### src/pkg/dtp_pkg.sv
// Constants, types and decode helpers for the tuning parameter bank.
package dtp_pkg;

  // ---------------------------------------------------------------------
  // Sizes
  // ---------------------------------------------------------------------
  localparam int NUM_REGS = 32'h0000_000f;
  localparam int IDX_W    = 32'h0000_0004;
  localparam int WORD_W   = 32'h0000_0010;
  localparam int ERR_W    = 32'h0000_0008;
  localparam int DISP_W   = 32'h0000_0003;

  typedef logic [WORD_W-1:0] dtp_word_t;
  typedef logic [IDX_W-1:0]  dtp_idx_t;
  typedef logic [ERR_W-1:0]  dtp_err_t;

  typedef struct packed {
    logic     hit;
    dtp_idx_t idx;
  } dtp_hit_t;

  typedef struct packed {
    logic locked;
    logic freq_ok;
  } dtp_lock_t;

  // ---------------------------------------------------------------------
  // Register indices, holding-register addresses, ranges and resets
  // ---------------------------------------------------------------------
  localparam dtp_idx_t IDX_OL_MODE  = 4'h0;
  localparam dtp_idx_t IDX_OL_LEVEL = 4'h1;
  localparam dtp_idx_t IDX_OL_DECEL = 4'h2;
  localparam dtp_idx_t IDX_LOCK     = 4'h3;
  localparam dtp_idx_t IDX_AM_GAIN  = 4'h4;
  localparam dtp_idx_t IDX_START_F  = 4'h5;
  localparam dtp_idx_t IDX_CARRIER  = 4'h6;
  localparam dtp_idx_t IDX_INIT     = 4'h7;
  localparam dtp_idx_t IDX_REGION   = 4'h8;
  localparam dtp_idx_t IDX_SCALE    = 4'h9;
  localparam dtp_idx_t IDX_STOP_KEY = 4'ha;
  localparam dtp_idx_t IDX_RESTART  = 4'hb;
  localparam dtp_idx_t IDX_STOP     = 4'hc;
  localparam dtp_idx_t IDX_REACTIVE = 4'hd;
  localparam dtp_idx_t IDX_DISPLAY  = 4'he;

  localparam dtp_word_t REG_ADDR [NUM_REGS] = '{
    16'h0092, 16'h0093, 16'h0094, 16'h0095, 16'h0096,
    16'h0098, 16'h0099, 16'h009a, 16'h009b, 16'h009c,
    16'h009d, 16'h009e, 16'h00a0, 16'h00e8, 16'h00e9};

  localparam dtp_word_t REG_MIN [NUM_REGS] = '{
    16'h0000, 16'h07d0, 16'h0001, 16'h0000, 16'h0000,
    16'h0005, 16'h0014, 16'h0000, 16'h0000, 16'h0001,
    16'h0000, 16'h0000, 16'h0000, 16'h0032, 16'h0001};

  localparam dtp_word_t REG_MAX [NUM_REGS] = '{
    16'h0002, 16'h3a98, 16'h012c, 16'h0003, 16'h00ff,
    16'h0063, 16'h008c, 16'h0002, 16'hffff, 16'h03e7,
    16'h0001, 16'h0001, 16'h0001, 16'h00c8, 16'h0007};

  localparam dtp_word_t REG_RESET [NUM_REGS] = '{
    16'h0001, 16'h3a98, 16'h0001, 16'h0000, 16'h0064,
    16'h0005, 16'h0014, 16'h0000, 16'h0000, 16'h000a,
    16'h0000, 16'h0000, 16'h0000, 16'h0064, 16'h0001};

  // Only the regional default selection refuses network writes.
  localparam logic [NUM_REGS-1:0] REG_WRITABLE = 15'h7eff;

  // ---------------------------------------------------------------------
  // Option codes
  // ---------------------------------------------------------------------
  localparam logic [1:0] OL_OFF            = 2'h0;
  localparam logic [1:0] OL_ACCEL_CONST    = 2'h1;
  localparam logic [1:0] OL_CONST_ONLY     = 2'h2;
  localparam logic [1:0] LOCK_TERM         = 2'h0;
  localparam logic [1:0] LOCK_TERM_FREQ_OK = 2'h1;
  localparam logic [1:0] LOCK_ALL          = 2'h2;
  localparam logic [1:0] LOCK_ALL_FREQ_OK  = 2'h3;
  localparam dtp_word_t  INIT_TRIP         = 16'h0000;
  localparam dtp_word_t  INIT_PARAMS       = 16'h0001;
  localparam dtp_word_t  INIT_BOTH         = 16'h0002;
  localparam logic       KEY_ENABLED       = 1'h0;
  localparam logic       RESTART_MATCH     = 1'h1;
  localparam logic       STOP_COAST        = 1'h1;

  // ---------------------------------------------------------------------
  // Answer codes
  // ---------------------------------------------------------------------
  localparam dtp_err_t ERR_NONE      = 8'h00;
  localparam dtp_err_t ERR_READ_ONLY = 8'h01;
  localparam dtp_err_t ERR_BAD_ADDR  = 8'h02;
  localparam dtp_err_t ERR_BAD_VALUE = 8'h03;
  localparam dtp_err_t ERR_LOCKED    = 8'h04;

  // ---------------------------------------------------------------------
  // Helpers
  // ---------------------------------------------------------------------
  function automatic dtp_hit_t dtp_lookup(input dtp_word_t addr);
    dtp_hit_t r;
    r.hit = 1'b0;
    r.idx = '0;
    for (int i = 0; i < NUM_REGS; i++) begin
      if (REG_ADDR[i] == addr) begin
        r.hit = 1'b1;
        r.idx = i[IDX_W-1:0];
      end
    end
    return r;
  endfunction : dtp_lookup

  function automatic dtp_lock_t dtp_lock_eval(input logic [1:0] mode,
                                              input logic       term);
    dtp_lock_t r;
    r.locked  = (mode == LOCK_ALL) || (mode == LOCK_ALL_FREQ_OK) ||
                (term && ((mode == LOCK_TERM) ||
                          (mode == LOCK_TERM_FREQ_OK)));
    r.freq_ok = !r.locked || (mode == LOCK_TERM_FREQ_OK) ||
                (mode == LOCK_ALL_FREQ_OK);
    return r;
  endfunction : dtp_lock_eval

endpackage : dtp_pkg

### src/pkg/dtp_store_if.sv
// Port bundle between the bank logic and its parameter store.
`timescale 1ns/1ns
interface dtp_store_if;
  logic              ce;
  logic              we;
  dtp_pkg::dtp_idx_t waddr;
  dtp_pkg::dtp_word_t wdata;
  dtp_pkg::dtp_idx_t raddr;
  dtp_pkg::dtp_word_t rdata;

  modport host  (output ce, output we, output waddr, output wdata,
                 output raddr, input rdata);
  modport store (input ce, input we, input waddr, input wdata,
                 input raddr, output rdata);
endinterface : dtp_store_if

### src/hdl/dtp_param_store.sv
// Parameter word store with registered read data.
`timescale 1ns/1ns
module dtp_param_store #(
  parameter int DEPTH = dtp_pkg::NUM_REGS
) (
  input wire logic clk,
  input wire logic rst_n,
  dtp_store_if.store bus
);

  dtp_pkg::dtp_word_t mem_r [DEPTH];
  dtp_pkg::dtp_word_t rdata_r;

  assign bus.rdata = rdata_r;

  // Reset loads every word with its default so reads are never unknown.
  always_ff @(posedge clk) begin
    if (!rst_n) begin
      for (int i = 0; i < DEPTH; i++) begin
        mem_r[i] <= dtp_pkg::REG_RESET[i];
      end
      rdata_r <= '0;
    end else if (bus.ce) begin
      if (bus.we) begin
        mem_r[bus.waddr] <= bus.wdata;
      end
      rdata_r <= mem_r[bus.raddr];
    end
  end

endmodule : dtp_param_store

### src/hdl/dtp_param_bank.sv
// Holding-register bank for the drive fine-tuning parameters.
`timescale 1ns/1ns

// Function
// - Each parameter is a holding register read at its address; all but regional default selection are also written there.
// - Overload limit mode: 0 off, 1 accel and constant, 2 constant only.
// - Overload limit level holds 2000 to 15000, 0.01 percent steps.
// - Overload deceleration rate holds 1 to 300, 0.1 second units.
// - Lock 0/1 blocks writes while lock terminal on; 2/3 always.
// - Lock 1/3 still allow output frequency setting writes.
// - Reactive current calibration holds 50 to 200 percent.
// - Analog output gain holds 0 to 255.
// - Start frequency holds 5 to 99, 0.1 Hz units.
// - Carrier frequency holds raw 20 to 140.
// - Init codes: 0 trip history, 1 defaults, 2 both.
// - Regional default selection refuses network writes.
// - Display scale factor holds 1 to 999.
// - Stop key enabled by code 0, disabled by code 1.
// - After free-run cancel restart from 0 Hz or matched frequency.
// - Networked display select accepts codes 1 to 7.
// - Stop method 0 decelerates, 1 coasts to stop.
module dtp_param_bank (
  input  wire logic                          clk,
  input  wire logic                          rst_n,
  input  wire logic                          clk_en,
  input  wire logic                          req_valid,
  input  wire logic                          req_write,
  input  wire logic [15:0]                   req_addr,
  input  wire logic [15:0]                   req_wdata,
  input  wire logic                          lock_input_terminal,
  output logic                               resp_valid,
  output logic [15:0]                        resp_rdata,
  output logic [7:0]                         resp_err,
  output logic                               param_write_locked,
  output logic                               freq_setting_write_ok,
  output logic                               overload_limit_accel,
  output logic                               overload_limit_const,
  output logic                               trip_history_clear,
  output logic                               param_defaults_restore,
  output logic                               stop_key_enabled,
  output logic                               coast_restart_match,
  output logic                               coast_to_stop,
  output logic [2:0]                         display_select
);

  // ---------------------------------------------------------------------
  // Local helpers
  // ---------------------------------------------------------------------
  function automatic logic idx_is(input dtp_pkg::dtp_idx_t i,
                                  input dtp_pkg::dtp_idx_t want);
    return i == want;
  endfunction : idx_is

  // ---------------------------------------------------------------------
  // State
  // ---------------------------------------------------------------------
  logic                p1_valid_r;
  logic                p1_write_r;
  dtp_pkg::dtp_err_t   p1_err_r;
  dtp_pkg::dtp_word_t  p1_wdata_r;
  logic                resp_valid_r;
  dtp_pkg::dtp_word_t  resp_rdata_r;
  dtp_pkg::dtp_err_t   resp_err_r;

  // Shadows of the codes that steer logic, kept beside the store so that
  // checks and decoded outputs need no read cycle.
  logic [1:0]          ol_mode_r;
  logic [1:0]          lock_mode_r;
  logic                stop_key_r;
  logic                restart_r;
  logic                stop_r;
  logic [2:0]          display_r;

  logic                locked_r;
  logic                freq_ok_r;
  logic                ol_accel_r;
  logic                ol_const_r;
  logic                trip_clear_r;
  logic                defaults_r;
  logic                key_en_r;
  logic                match_r;
  logic                coast_r;

  // ---------------------------------------------------------------------
  // Request decode and checks
  // ---------------------------------------------------------------------
  dtp_pkg::dtp_hit_t   req_hit;
  dtp_pkg::dtp_idx_t   req_idx;
  dtp_pkg::dtp_word_t  lo_lim;
  dtp_pkg::dtp_word_t  hi_lim;
  logic                req_fire;
  logic                in_range;
  logic                writable;
  dtp_pkg::dtp_lock_t  lock_now;
  logic                lock_blocks;
  dtp_pkg::dtp_err_t   req_err;
  logic                wr_ok;

  assign req_fire = clk_en & req_valid;
  assign req_hit  = dtp_pkg::dtp_lookup(req_addr);
  assign req_idx  = req_hit.idx;
  assign lo_lim   = dtp_pkg::REG_MIN[req_idx];
  assign hi_lim   = dtp_pkg::REG_MAX[req_idx];
  // One table covers every listed range, so each register is bounded here.
  assign in_range = (req_wdata >= lo_lim) && (req_wdata <= hi_lim);
  assign writable = dtp_pkg::REG_WRITABLE[req_idx];

  // The lock register itself stays writable so software can always undo
  // a lock it set.
  assign lock_now    = dtp_pkg::dtp_lock_eval(lock_mode_r,
                                              lock_input_terminal);
  assign lock_blocks = lock_now.locked &&
                       !idx_is(req_idx, dtp_pkg::IDX_LOCK);

  // Address first, then write permission, lock and value range.
  assign req_err = !req_hit.hit ? dtp_pkg::ERR_BAD_ADDR :
                   !req_write   ? dtp_pkg::ERR_NONE :
                   !writable    ? dtp_pkg::ERR_READ_ONLY :
                   lock_blocks  ? dtp_pkg::ERR_LOCKED :
                   !in_range    ? dtp_pkg::ERR_BAD_VALUE :
                                  dtp_pkg::ERR_NONE;

  assign wr_ok = req_fire & req_write & (req_err == dtp_pkg::ERR_NONE);

  // ---------------------------------------------------------------------
  // Parameter store
  // ---------------------------------------------------------------------
  dtp_store_if st ();

  assign st.ce    = clk_en;
  assign st.we    = wr_ok;
  assign st.waddr = req_idx;
  assign st.wdata = req_wdata;
  assign st.raddr = req_idx;

  dtp_param_store #(
    .DEPTH (dtp_pkg::NUM_REGS)
  ) u_store (
    .clk   (clk),
    .rst_n (rst_n),
    .bus   (st.store)
  );

  // ---------------------------------------------------------------------
  // Shadow next values
  // ---------------------------------------------------------------------
  logic                wr_ol_mode;
  logic                wr_lock;
  logic                wr_init;
  logic                wr_key;
  logic                wr_restart;
  logic                wr_stop;
  logic                wr_display;
  logic [1:0]          ol_mode_nxt;
  logic [1:0]          lock_mode_nxt;
  logic                stop_key_nxt;
  logic                restart_nxt;
  logic                stop_nxt;
  logic [2:0]          display_nxt;

  assign wr_ol_mode = wr_ok & idx_is(req_idx, dtp_pkg::IDX_OL_MODE);
  assign wr_lock    = wr_ok & idx_is(req_idx, dtp_pkg::IDX_LOCK);
  assign wr_init    = wr_ok & idx_is(req_idx, dtp_pkg::IDX_INIT);
  assign wr_key     = wr_ok & idx_is(req_idx, dtp_pkg::IDX_STOP_KEY);
  assign wr_restart = wr_ok & idx_is(req_idx, dtp_pkg::IDX_RESTART);
  assign wr_stop    = wr_ok & idx_is(req_idx, dtp_pkg::IDX_STOP);
  assign wr_display = wr_ok & idx_is(req_idx, dtp_pkg::IDX_DISPLAY);

  assign ol_mode_nxt   = wr_ol_mode ? req_wdata[1:0] : ol_mode_r;
  assign lock_mode_nxt = wr_lock ? req_wdata[1:0] : lock_mode_r;
  assign stop_key_nxt  = wr_key ? req_wdata[0] : stop_key_r;
  assign restart_nxt   = wr_restart ? req_wdata[0] : restart_r;
  assign stop_nxt      = wr_stop ? req_wdata[0] : stop_r;
  assign display_nxt   = wr_display ? req_wdata[2:0] : display_r;

  // ---------------------------------------------------------------------
  // Decoded control next values
  // ---------------------------------------------------------------------
  dtp_pkg::dtp_lock_t  lock_nxt;
  logic                ol_accel_nxt;
  logic                ol_const_nxt;
  logic                trip_clear_nxt;
  logic                defaults_nxt;

  assign lock_nxt       = dtp_pkg::dtp_lock_eval(lock_mode_nxt,
                                                 lock_input_terminal);
  assign ol_accel_nxt   = ol_mode_nxt == dtp_pkg::OL_ACCEL_CONST;
  assign ol_const_nxt   = ol_mode_nxt != dtp_pkg::OL_OFF;
  // An initialization write is a command: it pulses for one cycle.
  assign trip_clear_nxt = wr_init &&
                          ((req_wdata == dtp_pkg::INIT_TRIP) ||
                           (req_wdata == dtp_pkg::INIT_BOTH));
  assign defaults_nxt   = wr_init &&
                          ((req_wdata == dtp_pkg::INIT_PARAMS) ||
                           (req_wdata == dtp_pkg::INIT_BOTH));

  // ---------------------------------------------------------------------
  // Shadow registers
  // ---------------------------------------------------------------------
  always_ff @(posedge clk) begin
    if (!rst_n) begin
      ol_mode_r   <= dtp_pkg::REG_RESET[dtp_pkg::IDX_OL_MODE][1:0];
      lock_mode_r <= dtp_pkg::REG_RESET[dtp_pkg::IDX_LOCK][1:0];
      stop_key_r  <= dtp_pkg::REG_RESET[dtp_pkg::IDX_STOP_KEY][0];
      restart_r   <= dtp_pkg::REG_RESET[dtp_pkg::IDX_RESTART][0];
      stop_r      <= dtp_pkg::REG_RESET[dtp_pkg::IDX_STOP][0];
      display_r   <= dtp_pkg::REG_RESET[dtp_pkg::IDX_DISPLAY][2:0];
    end else if (clk_en) begin
      ol_mode_r   <= ol_mode_nxt;
      lock_mode_r <= lock_mode_nxt;
      stop_key_r  <= stop_key_nxt;
      restart_r   <= restart_nxt;
      stop_r      <= stop_nxt;
      display_r   <= display_nxt;
    end
  end

  // ---------------------------------------------------------------------
  // Control outputs
  // ---------------------------------------------------------------------
  always_ff @(posedge clk) begin
    if (!rst_n) begin
      locked_r     <= 1'b0;
      freq_ok_r    <= 1'b1;
      // Flags start from the reset codes, not from zero.
      ol_accel_r   <= dtp_pkg::REG_RESET[dtp_pkg::IDX_OL_MODE][1:0] ==
                      dtp_pkg::OL_ACCEL_CONST;
      ol_const_r   <= dtp_pkg::REG_RESET[dtp_pkg::IDX_OL_MODE][1:0] !=
                      dtp_pkg::OL_OFF;
      trip_clear_r <= 1'b0;
      defaults_r   <= 1'b0;
      key_en_r     <= dtp_pkg::REG_RESET[dtp_pkg::IDX_STOP_KEY][0] ==
                      dtp_pkg::KEY_ENABLED;
      match_r      <= dtp_pkg::REG_RESET[dtp_pkg::IDX_RESTART][0] ==
                      dtp_pkg::RESTART_MATCH;
      coast_r      <= dtp_pkg::REG_RESET[dtp_pkg::IDX_STOP][0] ==
                      dtp_pkg::STOP_COAST;
    end else if (clk_en) begin
      locked_r     <= lock_nxt.locked;
      freq_ok_r    <= lock_nxt.freq_ok;
      ol_accel_r   <= ol_accel_nxt;
      ol_const_r   <= ol_const_nxt;
      trip_clear_r <= trip_clear_nxt;
      defaults_r   <= defaults_nxt;
      key_en_r     <= stop_key_nxt == dtp_pkg::KEY_ENABLED;
      match_r      <= restart_nxt == dtp_pkg::RESTART_MATCH;
      coast_r      <= stop_nxt == dtp_pkg::STOP_COAST;
    end
  end

  assign param_write_locked     = locked_r;
  assign freq_setting_write_ok  = freq_ok_r;
  assign overload_limit_accel   = ol_accel_r;
  assign overload_limit_const   = ol_const_r;
  assign trip_history_clear     = trip_clear_r;
  assign param_defaults_restore = defaults_r;
  assign stop_key_enabled       = key_en_r;
  assign coast_restart_match    = match_r;
  assign coast_to_stop          = coast_r;
  assign display_select         = display_r;

  // ---------------------------------------------------------------------
  // Answer pipeline
  // ---------------------------------------------------------------------
  // Read data leaves the store one cycle after the request, so the answer
  // stands two enabled edges behind it; requests may follow back to back.
  dtp_pkg::dtp_word_t  resp_data_nxt;

  assign resp_data_nxt = (p1_err_r != dtp_pkg::ERR_NONE) ? '0 :
                         p1_write_r ? p1_wdata_r : st.rdata;

  always_ff @(posedge clk) begin
    if (!rst_n) begin
      p1_valid_r <= 1'b0;
      p1_write_r <= 1'b0;
      p1_err_r   <= dtp_pkg::ERR_NONE;
      p1_wdata_r <= '0;
    end else if (clk_en) begin
      p1_valid_r <= req_valid;
      p1_write_r <= req_write;
      p1_err_r   <= req_err;
      p1_wdata_r <= req_wdata;
    end
  end

  always_ff @(posedge clk) begin
    if (!rst_n) begin
      resp_valid_r <= 1'b0;
      resp_rdata_r <= '0;
      resp_err_r   <= dtp_pkg::ERR_NONE;
    end else if (clk_en) begin
      resp_valid_r <= p1_valid_r;
      resp_rdata_r <= p1_valid_r ? resp_data_nxt : '0;
      resp_err_r   <= p1_valid_r ? p1_err_r : dtp_pkg::ERR_NONE;
    end
  end

  assign resp_valid = resp_valid_r;
  assign resp_rdata = resp_rdata_r;
  assign resp_err   = resp_err_r;

endmodule : dtp_param_bank

### config.mk
export PLATFORM = sky130hd
export DESIGN_NAME = dtp_param_bank
export DESIGN_NICKNAME = d
export VERILOG_FILES = /design/src/pkg/dtp_pkg.sv /design/src/pkg/dtp_store_if.sv /design/src/hdl/dtp_param_store.sv /design/src/hdl/dtp_param_bank.sv
export SDC_FILE = /design/constraint.sdc
export NUM_CORES = 1
export LEC_CHECK = 0
export BUFFER_PORTS_ARGS = -buffer_cell sky130_fd_sc_hd__buf_2
export CORE_UTILIZATION = 50
export DETAILED_ROUTE_END_ITERATION = 10
export PLACE_DENSITY_LB_ADDON = 0.12
export SLEW_MARGIN = 20
export SYNTH_ARGS = -nofsm -noshare
export SYNTH_HDL_FRONTEND = slang
export SYNTH_SLANG_ARGS = --single-unit
### constraint.sdc
create_clock -name clk -period 12.9 [get_ports clk]
set_input_delay 1.935 -clock clk [delete_from_list [all_inputs] [get_ports clk]]
set_output_delay 1.935 -clock clk [all_outputs]
set_load 0.005 [all_outputs]
==> summary.md <==
| Metric | Value |
|---|---|
| Worst-Skew Late Latency | `around 0.52 ns` |
| Core Box Area | `0.0307 mm²` |
| Fraction of the yosys area taken by sequential cells | `58.4%` |
| Proportion of synthesized flip-flops having asynchronous set or reset | `0%` |
| Worst-path fanout max | `50` |
| Std cell rows | `64` |
| Count of endpoints failing hold in the final timing report | `0` |
| TritonCTS clock tree | `built` |
| Initial antenna violation count | `0` |
| Net total in the final layout | `1414` |
| Worst hold start | `resp_rdata[7]$_SDFFE_PN0P_` |
| Peak Freq | `~120 MHz` |
| Layout-stage area growth over the synthesis result | `11.6%` |
| Number of vias after detailed routing | `~11000` |
| Result of the run | `finished, final reports clean` |
| Critical register-to-register path startpoint | `lock_mode_r[1]$_SDFFE_PN0P_` |
| DR iter-0 viols | `1102` |
| Critical path destination | `u_store.mem_r[2][15]$_SDFFCE_PN0P_` |
| Flip-flop and latch count after synthesis | `330` |
| Number of enable-type register cells in the synthesized netlist | `between 200 and 300` |
| Die outline area | `between 0.03 and 0.04 mm²` |
| DP Cell Count | `roughly 1700` |
| Count of TritonRoute iterations in the first routing pass | `6` |
| Power density over the cells | `134 mW/mm²` |
| Post-place instance area | `roughly 0.016 mm²` |
| Least-Margin Pin Slew | `about 1.1 ns` |
| Worst path arrival time | `8.67 ns` |
| Slack of the worst reg-to-reg path | `approximately 9.9 ns` |
| Root buffer cell | `sky130_fd_sc_hd__clkbuf_16` |
| Crit. Startpoint | `req_addr[13]` |
| Start-to-end type of the worst setup path | `in -> reg` |
| Bufs on Longest Clock Path | `3` |
| Total of warnings raised by yosys | `0` |
| Detailed placement HPWL | `around 27000 µm` |
| Number of clock sinks | `330` |
| Post-CTS Setup Repair Bufs | `0` |
| Buffers added on ports | `69` |
| Class of the most critical hold timing path | `reg -> reg` |
| Via/cell ratio | `5.97` |
| Max VDD drop | `0.0000928 V` |
| Routed wire length | `~43000 µm` |
| Final core occ | `between 50% and 60%` |
| Worst Hold Depth | `2` |
| Average footprint of a synthesized cell | `12.2 µm²` |
| Clock transition time at the flip-flop clock pins of the worst setup and hold paths | `around 0.060 ns` |
| Final antenna diode count | `0` |
| Number of remaining DRC errors | `0` |
| Placer congestion estimate | `0.897` |
| Hold-fix buffers, CTS | `0` |
| Count of antenna-violating nets left after detailed routing | `0` |
| Worst setup EP type | `flop` |
| Clock Skews | `between 0.02 and 0.025 ns` |
| Final Setup Violations | `0` |
| Minimum clock period after layout | `8.53 ns` |
| TritonCTS buffer count | `34` |
| Layout cells sized above 1 | `~14%` |
| Worst R2R Path Depth | `6` |
| Min setup slack post-route | `about 4.4 ns` |
| Minimum setup slack after placement | `~3.9 ns` |
| Post-Syn Area | `approximately 0.016 mm²` |
| Finished layout cell area | `between 0.015 and 0.02 mm²` |
| RSZ-0062 raised after global routing | `false` |
| CTS resizes | `0` |
| Synthesized instance count | `~1300` |
| Total number of H-tree levels | `2` |
| Effective utilization at floorplan | `51.1%` |
| Tot GR Track Use | `roughly 27%` |
| Number of different library cells in the post-synthesis netlist | `78` |
| FF-to-FF End | `u_store.mem_r[2][15]$_SDFFCE_PN0P_` |
| Dominant synthesized flop cell | `sky130_fd_sc_hd__edfxtp_1` |
| Number of slew-limit violations in the final report | `0` |
| Startpoint kind of the worst setup timing path | `input pin` |
| Summed negative setup slack over all endpoints | `0 ns` |
| Leakage power | `approximately 0.0062 µW` |
| Number of global-route vias before repair | `approximately 10000` |
| Overflow after GRT | `0` |
| Post-DR wirelength/cell | `roughly 24 µm` |
| Largest net degree at the start of global routing | `65` |
| Count of boundary I/O pins | `75` |
| Tcrit/Tclk final | `between 60% and 70%` |
| Fillcell total | `about 2600` |
| Horizontal die dimension | `around 180 µm` |
| Global-route wire length before repair | `roughly 64000 µm` |
| Die Y-Extent | `179 µm` |
| Layout Cells excl Fill | `around 1800` |
| Worst-case headroom to the max-slew limit | `around 28%` |
| Data required time at the worst endpoint | `approximately 13 ns` |
| Max capacitance violation total | `0` |
-- layout by cell type (no fill, tap or decap), types with 28 or more instances in the layout --
cell type / count
sky130_fd_sc_hd__o21ai_0: 55
sky130_fd_sc_hd__and2_1: 198
sky130_fd_sc_hd__edfxtp_1: 256
sky130_fd_sc_hd__nand2_1: 84
sky130_fd_sc_hd__dfxtp_1: 74
sky130_fd_sc_hd__mux2i_1: 137
sky130_fd_sc_hd__a21oi_1: 28
sky130_fd_sc_hd__nor2_1: 57
sky130_fd_sc_hd__clkbuf_16: 37
sky130_fd_sc_hd__o22ai_1: 29
sky130_fd_sc_hd__a222oi_1: 30
sky130_fd_sc_hd__buf_2: 69
sky130_fd_sc_hd__ha_1: 33
-- worst min path at each step --
stage,slack [ns],end
floorplan,0.44,lock_mode_r[0]$_SDFFE_PN0P_
global placement,0.43,resp_rdata[6]$_SDFFE_PN0P_
detailed placement,0.44,resp_rdata[7]$_SDFFE_PN0P_
CTS,0.46,resp_rdata[7]$_SDFFE_PN0P_
global route,0.48,resp_rdata[12]$_SDFFE_PN0P_
finish,0.45,resp_rdata[7]$_SDFFE_PN0P_
-- Yosys cell counts, types with 28 or more instances --
master | n | share of area, %
sky130_fd_sc_hd__dfxtp_1 | 74 | 9.4
sky130_fd_sc_hd__edfxtp_1 | 256 | 49
sky130_fd_sc_hd__and2_1 | 198 | 7.9
sky130_fd_sc_hd__ha_1 | 33 | 2.6
sky130_fd_sc_hd__clkbuf_1 | 51 | 1.2
sky130_fd_sc_hd__a21oi_1 | 28 | 0.89
sky130_fd_sc_hd__mux2i_1 | 137 | 8.7
sky130_fd_sc_hd__buf_2 | 29 | 0.92
sky130_fd_sc_hd__nand2_1 | 84 | 2.0
sky130_fd_sc_hd__o22ai_1 | 29 | 1.2
sky130_fd_sc_hd__a222oi_1 | 30 | 1.9
sky130_fd_sc_hd__o21ai_0 | 60 | 1.9
sky130_fd_sc_hd__nor2_1 | 57 | 1.4
-- sequential cells by signal (all words and copies together) (netlist names) --
name	flops
coast_restart_match	1
coast_to_stop	1
display_select	3
freq_setting_write_ok	1
lock_mode_r	2
ol_mode_r	2
overload_limit_accel	1
overload_limit_const	1
p1_err_r	3
p1_valid_r	1
p1_wdata_r	16
p1_write_r	1
param_defaults_restore	1
param_write_locked	1
resp_err	3
resp_rdata	16
resp_valid	1
stop_key_enabled	1
stop_key_r	1
trip_history_clear	1
u_store.bus.rdata	16
u_store.mem_r	256
-- metrics by stage --
stage | hold WS (ns) | total power (µW)
3_5_place_dp | 0.441 | 1360
5_1_grt | 0.483 | 2400
2_1_floorplan | 0.439 | 1300
4_1_cts | 0.456 | 2350
6_report | 0.450 | 2340
3_3_place_gp | 0.434 | 1350
-- worst max-delay path, cell delays in order --
cell and delay (ns):
sky130_fd_sc_hd__buf_2 0.10, sky130_fd_sc_hd__nor4_2 0.36, sky130_fd_sc_hd__nand2_1 0.22, sky130_fd_sc_hd__o32ai_4 0.29, sky130_fd_sc_hd__buf_4 0.70, sky130_fd_sc_hd__clkinv_1 0.61
sky130_fd_sc_hd__ha_1 0.48, sky130_fd_sc_hd__nand3_1 0.26, sky130_fd_sc_hd__inv_1 0.13, sky130_fd_sc_hd__a21oi_1 0.13, sky130_fd_sc_hd__or2_2 0.16, sky130_fd_sc_hd__and2_1 0.13
sky130_fd_sc_hd__ha_1 0.22, sky130_fd_sc_hd__nand4_1 0.10, sky130_fd_sc_hd__nor3_1 0.07, sky130_fd_sc_hd__a21boi_0 0.13, sky130_fd_sc_hd__or4_1 0.46, sky130_fd_sc_hd__a32oi_4 0.46
sky130_fd_sc_hd__o211ai_4 0.24, sky130_fd_sc_hd__nor3_2 0.74, sky130_fd_sc_hd__nand2b_1 0.71
-- where the power goes --
group          internal, µW  switching [µW]  leakage, µW
Clock                   596             410     0.000561
Combinational          37.9            89.0      0.00258
Sequential             1190            18.2      0.00304
Total                  1820             518      0.00618
-- cells by family after synthesis --
group / Yosys count / share of synthesized area, %
multiplexers: 137 / 8.73
AND/OR/NAND/NOR: 483 / 18.0
XOR/XNOR: 2 / 0.112
flip-flops: 330 / 58.4
buffers and inverters: 106 / 3.03
AO/OA/AOI/OAI: 200 / 9.14
other: 1 / 0.0239
adder cells (fa/ha/maj): 33 / 2.63
-- final cells by class --
cell class                      instances  area [µm²]  area share (%)
Clock buffer                           44         972            5.55
Clock inverter                         15         165           0.942
Inverter                               11        41.3           0.236
Multi-Input combinational cell        876        6180            35.3
Sequential cell                       330        9170            52.3
Tap cell                              396         495            2.83
Timing Repair Buffer                   90         503            2.87
-- metal layers --
metal	part of all wire, %	vias up	track usage [%]
li1	-	4862	-
met1	43	5122	38.6
met2	44	430	41.2
met3	6.7	99	3.63
met4	5.7	0	14.7
met5	0	-	0
No activity file was read; power rests on OpenSTA's default activity.
